==> config.mk <==
export PLATFORM = sky130hd
export DESIGN_NAME = asf_uart
export DESIGN_NICKNAME = d
export VERILOG_FILES = /design/src/rtl/asf_pkg.sv /design/src/rtl/asf_baud.sv /design/src/rtl/asf_rxbuf.sv /design/src/rtl/asf_uart.sv
export SDC_FILE = /design/constraint.sdc
export NUM_CORES = 1
export LEC_CHECK = 0
export ABC_AREA = 0
export BUFFER_PORTS_ARGS = -buffer_cell sky130_fd_sc_hd__buf_2
export CORE_MARGIN = 5
export CORE_UTILIZATION = 59
export CTS_CLUSTER_DIAMETER = 50
export DETAILED_ROUTE_END_ITERATION = 6
export GPL_ROUTABILITY_DRIVEN = 0
export PLACE_DENSITY_LB_ADDON = 0.2
export SYNTH_ARGS = -nofsm -noshare
export SYNTH_HDL_FRONTEND = slang
export SYNTH_SLANG_ARGS = --single-unit
==> constraint.sdc <==
create_clock -name mclk_in -period 2.8 [get_ports mclk_in]
set_input_delay 0.14 -clock mclk_in [delete_from_list [all_inputs] [get_ports mclk_in]]
set_output_delay 0.14 -clock mclk_in [all_outputs]
set_load 0.05 [all_outputs]
==> src/rtl/asf_pkg.sv <==
package asf_pkg;

   // ----------------------------------------------------------------
   // bit timing and receive buffer depth
   // ----------------------------------------------------------------
   localparam logic [3:0]  OS_LAST   = 4'hF;
   localparam logic [3:0]  OS_MID    = 4'h7;
   localparam logic [3:0]  OS_FIRST  = 4'h0;
   localparam logic [3:0]  LAST_BIT8 = 4'h7;
   localparam logic [3:0]  LAST_BIT9 = 4'h8;
   localparam logic [15:0] BRG_RESET = 16'h0000;
   localparam logic [1:0]  BUF_DEPTH = 2'h2;

   // ----------------------------------------------------------------
   // types
   // ----------------------------------------------------------------
   typedef struct packed {
      logic        spen;
      logic        tx_en;
      logic        rx_en;
      logic        nine_bit;
      logic        addr_det;
      logic        brg16;
      logic [15:0] brg_div;
   } asf_cfg_t;

   typedef struct packed {
      logic       ferr;
      logic [8:0] data;
   } asf_rx_char_t;

   typedef enum logic [3:0] {
      TX_IDLE  = 4'h1,
      TX_START = 4'h2,
      TX_DATA  = 4'h4,
      TX_STOP  = 4'h8
   } asf_tx_state_t;

   typedef enum logic [3:0] {
      RX_IDLE  = 4'h1,
      RX_START = 4'h2,
      RX_DATA  = 4'h4,
      RX_STOP  = 4'h8
   } asf_rx_state_t;

endpackage : asf_pkg

==> src/rtl/asf_baud.sv <==
module asf_baud (
   input  wire logic        mclk_in,
   input  wire logic        resetn_in,
   input  wire logic        run_in,
   input  wire logic        brg16_in,
   input  wire logic [15:0] div_in,
   output logic             tick_out
);

   typedef struct packed {
      logic [15:0] cnt;
      logic        tick;
   } asf_baud_st_t;

   asf_baud_st_t st;
   asf_baud_st_t next_st;
   logic [15:0]  reload;

   // ----------------------------------------------------------------
   // divider: 8-bit or 16-bit reload, one tick per sixteenth bit
   // ----------------------------------------------------------------
   always_comb begin
      reload  = brg16_in ? div_in : {8'h00, div_in[7:0]};
      next_st = st;
      next_st.tick = 1'b0;
      if (!run_in) begin
         next_st.cnt = reload;
      end else if (st.cnt == 16'h0000) begin
         next_st.cnt  = reload;
         next_st.tick = 1'b1;
      end else begin
         next_st.cnt = st.cnt - 16'h0001;
      end
   end

   always_ff @(posedge mclk_in or negedge resetn_in) begin
      if (!resetn_in) begin
         st <= '{cnt: asf_pkg::BRG_RESET, tick: 1'b0};
      end else begin
         st <= next_st;
      end
   end

   assign tick_out = st.tick;

endmodule : asf_baud

==> src/rtl/asf_rxbuf.sv <==
module asf_rxbuf (
   input  wire logic                  mclk_in,
   input  wire logic                  resetn_in,
   input  wire logic                  flush_in,
   input  wire logic                  in_valid_in,
   input  wire asf_pkg::asf_rx_char_t in_data_in,
   output logic                       in_ready_out,
   output logic                       out_valid_out,
   output asf_pkg::asf_rx_char_t      out_data_out,
   input  wire logic                  out_ready_in
);

   typedef struct packed {
      asf_pkg::asf_rx_char_t slot0;
      asf_pkg::asf_rx_char_t slot1;
      logic [1:0]            cnt;
   } asf_rxbuf_st_t;

   asf_rxbuf_st_t st;
   asf_rxbuf_st_t next_st;
   logic          push;
   logic          pop;

   // ----------------------------------------------------------------
   // two entries, slot0 is the head
   // ----------------------------------------------------------------
   always_comb begin
      push    = in_valid_in && in_ready_out;
      pop     = out_valid_out && out_ready_in;
      next_st = st;
      if (flush_in) begin
         next_st.cnt = 2'h0;
      end else if (push && pop) begin
         if (st.cnt == 2'h1) begin
            next_st.slot0 = in_data_in;
         end else begin
            next_st.slot0 = st.slot1;
            next_st.slot1 = in_data_in;
         end
      end else if (pop) begin
         next_st.slot0 = st.slot1;
         next_st.cnt   = st.cnt - 2'h1;
      end else if (push) begin
         if (st.cnt == 2'h0) begin
            next_st.slot0 = in_data_in;
         end else begin
            next_st.slot1 = in_data_in;
         end
         next_st.cnt = st.cnt + 2'h1;
      end
   end

   always_ff @(posedge mclk_in or negedge resetn_in) begin
      if (!resetn_in) begin
         st <= '0;
      end else begin
         st <= next_st;
      end
   end

   assign in_ready_out  = (st.cnt != asf_pkg::BUF_DEPTH);
   assign out_valid_out = (st.cnt != 2'h0);
   assign out_data_out  = st.slot0;

endmodule : asf_rxbuf

==> src/rtl/asf_uart.sv <==
module asf_uart (
   input  wire logic                  mclk_in,
   input  wire logic                  resetn_in,
   input  wire asf_pkg::asf_cfg_t     cfg_in,
   input  wire logic                  tx_write_in,
   input  wire logic [7:0]            tx_data_in,
   input  wire logic                  tx_ninth_bit_in,
   output logic                       tx_buffer_empty_flag_out,
   output logic                       shifter_empty_status_out,
   input  wire logic                  receive_line_pin_in,
   output logic                       transmit_line_pin_out,
   output logic                       transmit_line_pin_oe_out,
   output logic                       rx_valid_out,
   output asf_pkg::asf_rx_char_t      rx_char_out,
   input  wire logic                  rx_ready_in,
   output logic                       rx_overrun_out,
   input  wire logic                  rx_overrun_clr_in
);

   typedef struct packed {
      asf_pkg::asf_tx_state_t tx_state;
      logic [3:0]             tx_os;
      logic [3:0]             tx_bit;
      logic [8:0]             tx_shifter;
      logic                   tx_lead;
      logic                   tx_line;
      logic [8:0]             tx_holding_buffer;
      logic                   hold_valid;
      logic                   shifter_empty;
      asf_pkg::asf_rx_state_t rx_state;
      logic [3:0]             rx_os;
      logic [3:0]             rx_bit;
      logic [8:0]             rx_shift;
      logic                   rx_prev;
      logic                   overrun;
   } asf_uart_st_t;

   asf_uart_st_t          st;
   asf_uart_st_t          next_st;
   logic                  tick;
   logic                  tx_on;
   logic                  rx_on;
   logic [3:0]            last_bit;
   logic [8:0]            wr_char;
   logic                  push;
   logic                  push_ready;
   asf_pkg::asf_rx_char_t push_char;

   // ----------------------------------------------------------------
   // format decoding
   // ----------------------------------------------------------------
   // index of the last data bit of a character
   function automatic logic [3:0] last_data_bit(input logic nine);
      return nine ? asf_pkg::LAST_BIT9 : asf_pkg::LAST_BIT8;
   endfunction : last_data_bit

   // last oversample of a bit, where a bit is sampled or ends
   function automatic logic bit_end(input logic [3:0] os);
      return os == asf_pkg::OS_LAST;
   endfunction : bit_end

   // the ninth bit only exists in nine-bit mode
   function automatic logic [8:0] fit_char(input logic nine, input logic [8:0] raw);
      return {raw[8] & nine, raw[7:0]};
   endfunction : fit_char

   // an eight-bit character sits in the top of the shift register
   function automatic logic [8:0] align_rx(input logic nine, input logic [8:0] shift);
      return nine ? shift : {1'b0, shift[8:1]};
   endfunction : align_rx

   // in nine-bit address mode only characters with the ninth bit set are kept
   function automatic logic keep_rx(input asf_pkg::asf_cfg_t cfg, input logic [8:0] data);
      return !(cfg.nine_bit && cfg.addr_det && !data[8]);
   endfunction : keep_rx

   // ----------------------------------------------------------------
   // shared timing and format
   // ----------------------------------------------------------------
   assign tx_on    = cfg_in.spen && cfg_in.tx_en;
   assign rx_on    = cfg_in.spen && cfg_in.rx_en;
   assign last_bit = last_data_bit(cfg_in.nine_bit);
   assign wr_char  = fit_char(cfg_in.nine_bit, {tx_ninth_bit_in, tx_data_in});

   asf_baud u_baud (
      .mclk_in   (mclk_in),
      .resetn_in (resetn_in),
      .run_in    (cfg_in.spen),
      .brg16_in  (cfg_in.brg16),
      .div_in    (cfg_in.brg_div),
      .tick_out  (tick)
   );

   asf_rxbuf u_rxbuf (
      .mclk_in       (mclk_in),
      .resetn_in     (resetn_in),
      .flush_in      (!rx_on),
      .in_valid_in   (push),
      .in_data_in    (push_char),
      .in_ready_out  (push_ready),
      .out_valid_out (rx_valid_out),
      .out_data_out  (rx_char_out),
      .out_ready_in  (rx_ready_in)
   );

   // ----------------------------------------------------------------
   // next state
   // ----------------------------------------------------------------
   always_comb begin
      next_st   = st;
      push      = 1'b0;
      push_char = '0;

      // ----------------------------------------------------------------
      // transmitter
      // ----------------------------------------------------------------
      if (!tx_on) begin
         next_st.tx_state      = asf_pkg::TX_IDLE;
         next_st.tx_line       = 1'b1;
         next_st.hold_valid    = 1'b0;
         next_st.shifter_empty = 1'b1;
         next_st.tx_lead       = 1'b0;
      end else begin
         case (st.tx_state)
            asf_pkg::TX_IDLE: begin
               next_st.tx_line = 1'b1;
               if (st.hold_valid || tx_write_in) begin
                  next_st.tx_shifter    = st.hold_valid ? st.tx_holding_buffer : wr_char;
                  next_st.hold_valid    = 1'b0;
                  next_st.shifter_empty = 1'b0;
                  next_st.tx_lead       = 1'b1;
                  next_st.tx_bit        = 4'h0;
                  next_st.tx_state      = asf_pkg::TX_START;
               end
            end
            asf_pkg::TX_START: begin
               if (tick) begin
                  if (st.tx_lead) begin
                     next_st.tx_lead = 1'b0;
                     next_st.tx_line = 1'b0;
                     next_st.tx_os   = asf_pkg::OS_FIRST;
                  end else if (bit_end(st.tx_os)) begin
                     next_st.tx_os    = asf_pkg::OS_FIRST;
                     next_st.tx_line  = st.tx_shifter[0];
                     next_st.tx_state = asf_pkg::TX_DATA;
                  end else begin
                     next_st.tx_os = st.tx_os + 4'h1;
                  end
               end
            end
            asf_pkg::TX_DATA: begin
               if (tick) begin
                  if (bit_end(st.tx_os)) begin
                     next_st.tx_os = asf_pkg::OS_FIRST;
                     if (st.tx_bit == last_bit) begin
                        next_st.tx_line  = 1'b1;
                        next_st.tx_state = asf_pkg::TX_STOP;
                     end else begin
                        next_st.tx_shifter = {1'b0, st.tx_shifter[8:1]};
                        next_st.tx_line    = st.tx_shifter[1];
                        next_st.tx_bit     = st.tx_bit + 4'h1;
                     end
                  end else begin
                     next_st.tx_os = st.tx_os + 4'h1;
                  end
               end
            end
            asf_pkg::TX_STOP: begin
               if (tick) begin
                  if (bit_end(st.tx_os)) begin
                     next_st.tx_os = asf_pkg::OS_FIRST;
                     if (st.hold_valid) begin
                        next_st.tx_shifter = st.tx_holding_buffer;
                        next_st.hold_valid = 1'b0;
                        next_st.tx_line    = 1'b0;
                        next_st.tx_bit     = 4'h0;
                        next_st.tx_state   = asf_pkg::TX_START;
                     end else begin
                        next_st.shifter_empty = 1'b1;
                        next_st.tx_state      = asf_pkg::TX_IDLE;
                     end
                  end else begin
                     next_st.tx_os = st.tx_os + 4'h1;
                  end
               end
            end
            default: begin
               next_st.tx_state = asf_pkg::TX_IDLE;
            end
         endcase
         // a write while the shifter is busy waits in the holding buffer if that is empty, else it is dropped
         if (tx_write_in && !st.hold_valid && st.tx_state != asf_pkg::TX_IDLE) begin
            next_st.tx_holding_buffer = wr_char;
            next_st.hold_valid        = 1'b1;
         end
      end

      // ----------------------------------------------------------------
      // receiver
      // ----------------------------------------------------------------
      if (!rx_on) begin
         next_st.rx_state = asf_pkg::RX_IDLE;
         next_st.rx_prev  = 1'b0;
      end else if (tick) begin
         case (st.rx_state)
            asf_pkg::RX_IDLE: begin
               next_st.rx_prev = receive_line_pin_in;
               if (st.rx_prev && !receive_line_pin_in) begin
                  next_st.rx_os    = asf_pkg::OS_FIRST;
                  next_st.rx_state = asf_pkg::RX_START;
               end
            end
            asf_pkg::RX_START: begin
               if (st.rx_os == asf_pkg::OS_MID) begin
                  next_st.rx_os  = asf_pkg::OS_FIRST;
                  next_st.rx_bit = 4'h0;
                  // a start that is back at mark mid-bit was a glitch
                  next_st.rx_state = receive_line_pin_in ? asf_pkg::RX_IDLE
                                                         : asf_pkg::RX_DATA;
               end else begin
                  next_st.rx_os = st.rx_os + 4'h1;
               end
            end
            asf_pkg::RX_DATA: begin
               if (bit_end(st.rx_os)) begin
                  next_st.rx_os    = asf_pkg::OS_FIRST;
                  next_st.rx_shift = {receive_line_pin_in, st.rx_shift[8:1]};
                  next_st.rx_bit   = st.rx_bit + 4'h1;
                  if (st.rx_bit == last_bit) begin
                     next_st.rx_state = asf_pkg::RX_STOP;
                  end
               end else begin
                  next_st.rx_os = st.rx_os + 4'h1;
               end
            end
            asf_pkg::RX_STOP: begin
               if (bit_end(st.rx_os)) begin
                  push_char.ferr = !receive_line_pin_in;
                  push_char.data = align_rx(cfg_in.nine_bit, st.rx_shift);
                  push = keep_rx(cfg_in, push_char.data);
                  // a low stop must return to mark before the next start
                  next_st.rx_prev  = receive_line_pin_in;
                  next_st.rx_state = asf_pkg::RX_IDLE;
               end else begin
                  next_st.rx_os = st.rx_os + 4'h1;
               end
            end
            default: begin
               next_st.rx_state = asf_pkg::RX_IDLE;
            end
         endcase
      end

      // ----------------------------------------------------------------
      // overrun
      // ----------------------------------------------------------------
      // a new event wins over a clear in the same cycle
      if (push && !push_ready) begin
         next_st.overrun = 1'b1;
      end else if (rx_overrun_clr_in) begin
         next_st.overrun = 1'b0;
      end
   end

   // ----------------------------------------------------------------
   // state register
   // ----------------------------------------------------------------
   always_ff @(posedge mclk_in or negedge resetn_in) begin
      if (!resetn_in) begin
         st               <= '0;
         st.tx_state      <= asf_pkg::TX_IDLE;
         st.rx_state      <= asf_pkg::RX_IDLE;
         st.tx_line       <= 1'b1;
         st.shifter_empty <= 1'b1;
      end else begin
         st <= next_st;
      end
   end

   // ----------------------------------------------------------------
   // outputs
   // ----------------------------------------------------------------
   assign transmit_line_pin_out    = st.tx_line;
   assign transmit_line_pin_oe_out = cfg_in.spen;
   assign tx_buffer_empty_flag_out = tx_on && !st.hold_valid;
   assign shifter_empty_status_out = st.shifter_empty;
   assign rx_overrun_out           = st.overrun;

endmodule : asf_uart

==> impl_metrics.env <==
export IMPL_crit_fanout=11
export IMPL_grtUsageTotal_pct=20.9
export IMPL_min_path_cells=2
export IMPL_synth_enable_flop_cells=0
export IMPL_synthArstFlopShare_pct=100
export IMPL_cts_tree="yes"
export IMPL_dieArea_sq_um=10900
export IMPL_dieHeight_microns=104
export IMPL_clk_transition_reported_paths_ns=0.11
export IMPL_setup_tns_ns=0
export IMPL_critPathTopFamily="simple AND/OR/NAND/NOR gates"
export IMPL_drive_above_1_share_pct=25.0
export IMPL_leakagePower_nw=2.73
export IMPL_netlist_instances=527
export IMPL_final_area_sq_um=5910
export IMPL_synth_fp_nets=573
export IMPL_cp_cell_sequence="or4b_4 -> nor4_4 -> a21oi_2 -> nor2_8 -> mux2_2"
export IMPL_multi_input_area_sq_um=2610
export IMPL_tightest_slew_ns=1.18
export IMPL_final_cell_mix="92 x dfrtp_1, 51 x buf_2, 47 x mux2_2, 44 x o21ai_0"
export IMPL_yosys_cell_types_count=65
export IMPL_wirelength_microns=11100
export IMPL_setup_viol=0
export IMPL_cts_inserted_buffers=9
export IMPL_power_frac_clock_pct=31.4
export IMPL_root_buffer="clkbuf_8"
export IMPL_report_final_hold_viol_count=0
export IMPL_synth_ff_latch_count=96
export IMPL_cts_max_level=3
export IMPL_clock_skew_ns=0.0221
export IMPL_p_total_mw=2.79
export IMPL_cpMaxStageDelayCell="or4b_4"
export IMPL_maxSlewHeadroom_pct=20.8
export IMPL_vias_per_cell=6.03
export IMPL_rsz0062_at_grt="false"
export IMPL_crit_buf_inv=0
export IMPL_cp_start_kind="flop"
export IMPL_p_int_mw=2.00
export IMPL_drv_cap=0
export IMPL_seq_area_frac_synth_pct=45.8
export IMPL_p_per_area_nw_per_um2=473
export IMPL_first_global_vias=4282
export IMPL_syn_area_per_cell_sq_um=9.98
export IMPL_n_antenna_cell=0
export IMPL_portBuffers=52
export IMPL_clock_sinks=96
export IMPL_critPathKind="flop to flop"
export IMPL_cp_slowest_stage_delay_ns=0.61
export IMPL_hold_path_class="input port to flop"
export IMPL_cp_depth=5
export IMPL_die_x_microns=104
export IMPL_num_rows=34
export IMPL_outcome="finished clean"
export IMPL_vias=4170
export IMPL_io_pins=53
export IMPL_p_comb_share_pct=11.9
export IMPL_first_pass_iters=5
export IMPL_swShare_pct=28.4
export IMPL_placed_cell_area_sq_um=5580
export IMPL_route_detailed_drc=0
export IMPL_coreArea_sq_um=8720
export IMPL_wl_per_cell_microns=16.1
export IMPL_antenna_left=0
export IMPL_endpoint_kind="flop"
export IMPL_antenna_found_initial=0
export IMPL_max_freq_ghz=0.430
export IMPL_cp_data_arrival_time_ns=2.58
export IMPL_clock_path_buffers=2
export IMPL_worstRegToRegCells=5
export IMPL_ys_flop_type="dfrtp_1"
export IMPL_drtIter0Drc=188
export IMPL_nFillCells=709
export IMPL_area_growth_pct=12.3
export IMPL_critPathRequiredTime_ns=3.06
export IMPL_fin_crit_ns=2.33
export IMPL_grt_pass1_wl_microns=19300
export IMPL_regArea_sq_um=2410
export IMPL_synth_cell_area_sq_um=5260
export IMPL_layout_commonest_cell="dfrtp_1"
export IMPL_postCtsSetupBuffers=0
export IMPL_seqPwrFrac_pct=56.7
export IMPL_fin_crit_sh_pct=83.1
export IMPL_initial_core_util_pct=60.3
export IMPL_p_sw_mw=0.792
export IMPL_ir_worst_vdd_uv=254
export IMPL_grt_max_degree=62
export IMPL_grt_overflow=0
export IMPL_ys_warn_count=0
export IMPL_slew_violations=0
export IMPL_dp_hpwl_microns=8000
export IMPL_nets=625
export IMPL_clk_latency_ns=0.37
-- metal layers --
metal  global-route usage (%)  vias to the layer above  wire, microns
met5                        0                        -              0
met2                     35.3                      110           5580
li1                         -                     2004              -
met3                     3.48                       24            512
met1                     26.3                     2032           4800
met4                     8.79                        0            253
-- registers in the layout, summed over array words and instances (netlist names) --
register,count
shifter_empty_status_out,1
st,54
u_rxbuf.st,12
rx_overrun_out,1
u_baud.tick_out,1
transmit_line_pin_out,1
u_rxbuf.out_data_out,10
u_baud.st,16
-- kinds of logic after synthesis --
family / after synthesis / share of synthesized area [%]
AO/OA/AOI/OAI: 120 / 14.8
XOR/XNOR: 18 / 3.00
adder cells (fa/ha/maj): 9 / 2.14
buffers and inverters: 56 / 5.02
flip-flops: 96 / 45.8
multiplexers: 59 / 12.3
AND/OR/NAND/NOR: 169 / 16.9
-- final timing paths --
path                                          from                      end  slack, ns
max reg2reg                                 st[20]  u_rxbuf.out_data_out[6]       0.47
min in group asynchronous                resetn_in                   st[42]       0.39
max                                         st[20]  u_rxbuf.out_data_out[6]       0.47
min                                  tx_data_in[2]                   st[27]       0.01
max in group asynchronous                resetn_in                    st[8]       1.75
min reg2reg                u_rxbuf.out_data_out[4]  u_rxbuf.out_data_out[4]       0.51
-- synth_stat cells, drive strengths merged, types with 4 or more instances --
master / count / share of area [%]
nand3: 24 / 2.3
a21oi: 23 / 2.3
mux2: 47 / 10
mux2i: 12 / 2.3
clkbuf: 17 / 1.2
buf: 17 / 2.2
a222oi: 8 / 1.5
nand2b: 5 / 0.59
a31oi: 6 / 0.83
nor3: 8 / 0.76
o21ai: 46 / 4.4
inv: 22 / 1.6
nor4: 6 / 1.0
ha: 9 / 2.1
nand2: 43 / 3.1
nor4b: 4 / 0.67
xnor2: 12 / 2.0
o2111ai: 4 / 0.67
or3: 6 / 0.71
nor2: 43 / 3.4
dfrtp: 92 / 44
o31ai: 5 / 0.71
dfstp: 4 / 2.0
xor2: 6 / 1.0
nand4: 4 / 0.48
or4b: 4 / 0.83
-- timing repair --
action,4_1_cts,5_1_grt
endpoints found under the hold margin,66,3
gates resized for setup,0,0
hold buffers,11,3
-- metrics by stage --
stage,instances,hold slack (ns),worst slack (ns),util [%]
2_1_floorplan,527,-0.156,0.442,-
3_3_place_gp,662,0.272,0.539,64.0
3_5_place_dp,662,0.276,0.502,64.0
4_1_cts,689,0.000625,0.469,67.4
5_1_grt,692,0.00252,0.302,67.7
6_report,692,0.0142,0.473,67.7
-- area by class of cell --
type	instances	area share (%)
flip-flops and latches	96	40.8
inverters	22	1.40
clock inverters	7	1.10
well taps	108	2.29
multi-input cells	375	44.2
repair buffers	75	8.18
clock buffers	9	2.10
-- worst reg2reg max path, cell delays in order (launching register included) --
cell	delay (ns)
dfrtp_1	0.50
or4b_4	0.61
nor4_4	0.37
a21oi_2	0.15
nor2_8	0.21
mux2_2	0.38
-- power groups by stage --
| stage | sequential, mW | combinational (mW) | clock, mW |
|---|---|---|---|
| floorplan | 1.59 | 0.218 | 0 |
| global placement | 1.60 | 0.312 | 0 |
| detailed placement | 1.61 | 0.320 | 0 |
| CTS | 1.58 | 0.334 | 0.885 |
| global route | 1.60 | 0.379 | 0.956 |
| finish | 1.58 | 0.333 | 0.875 |
(Power assumes the default switching activity.)
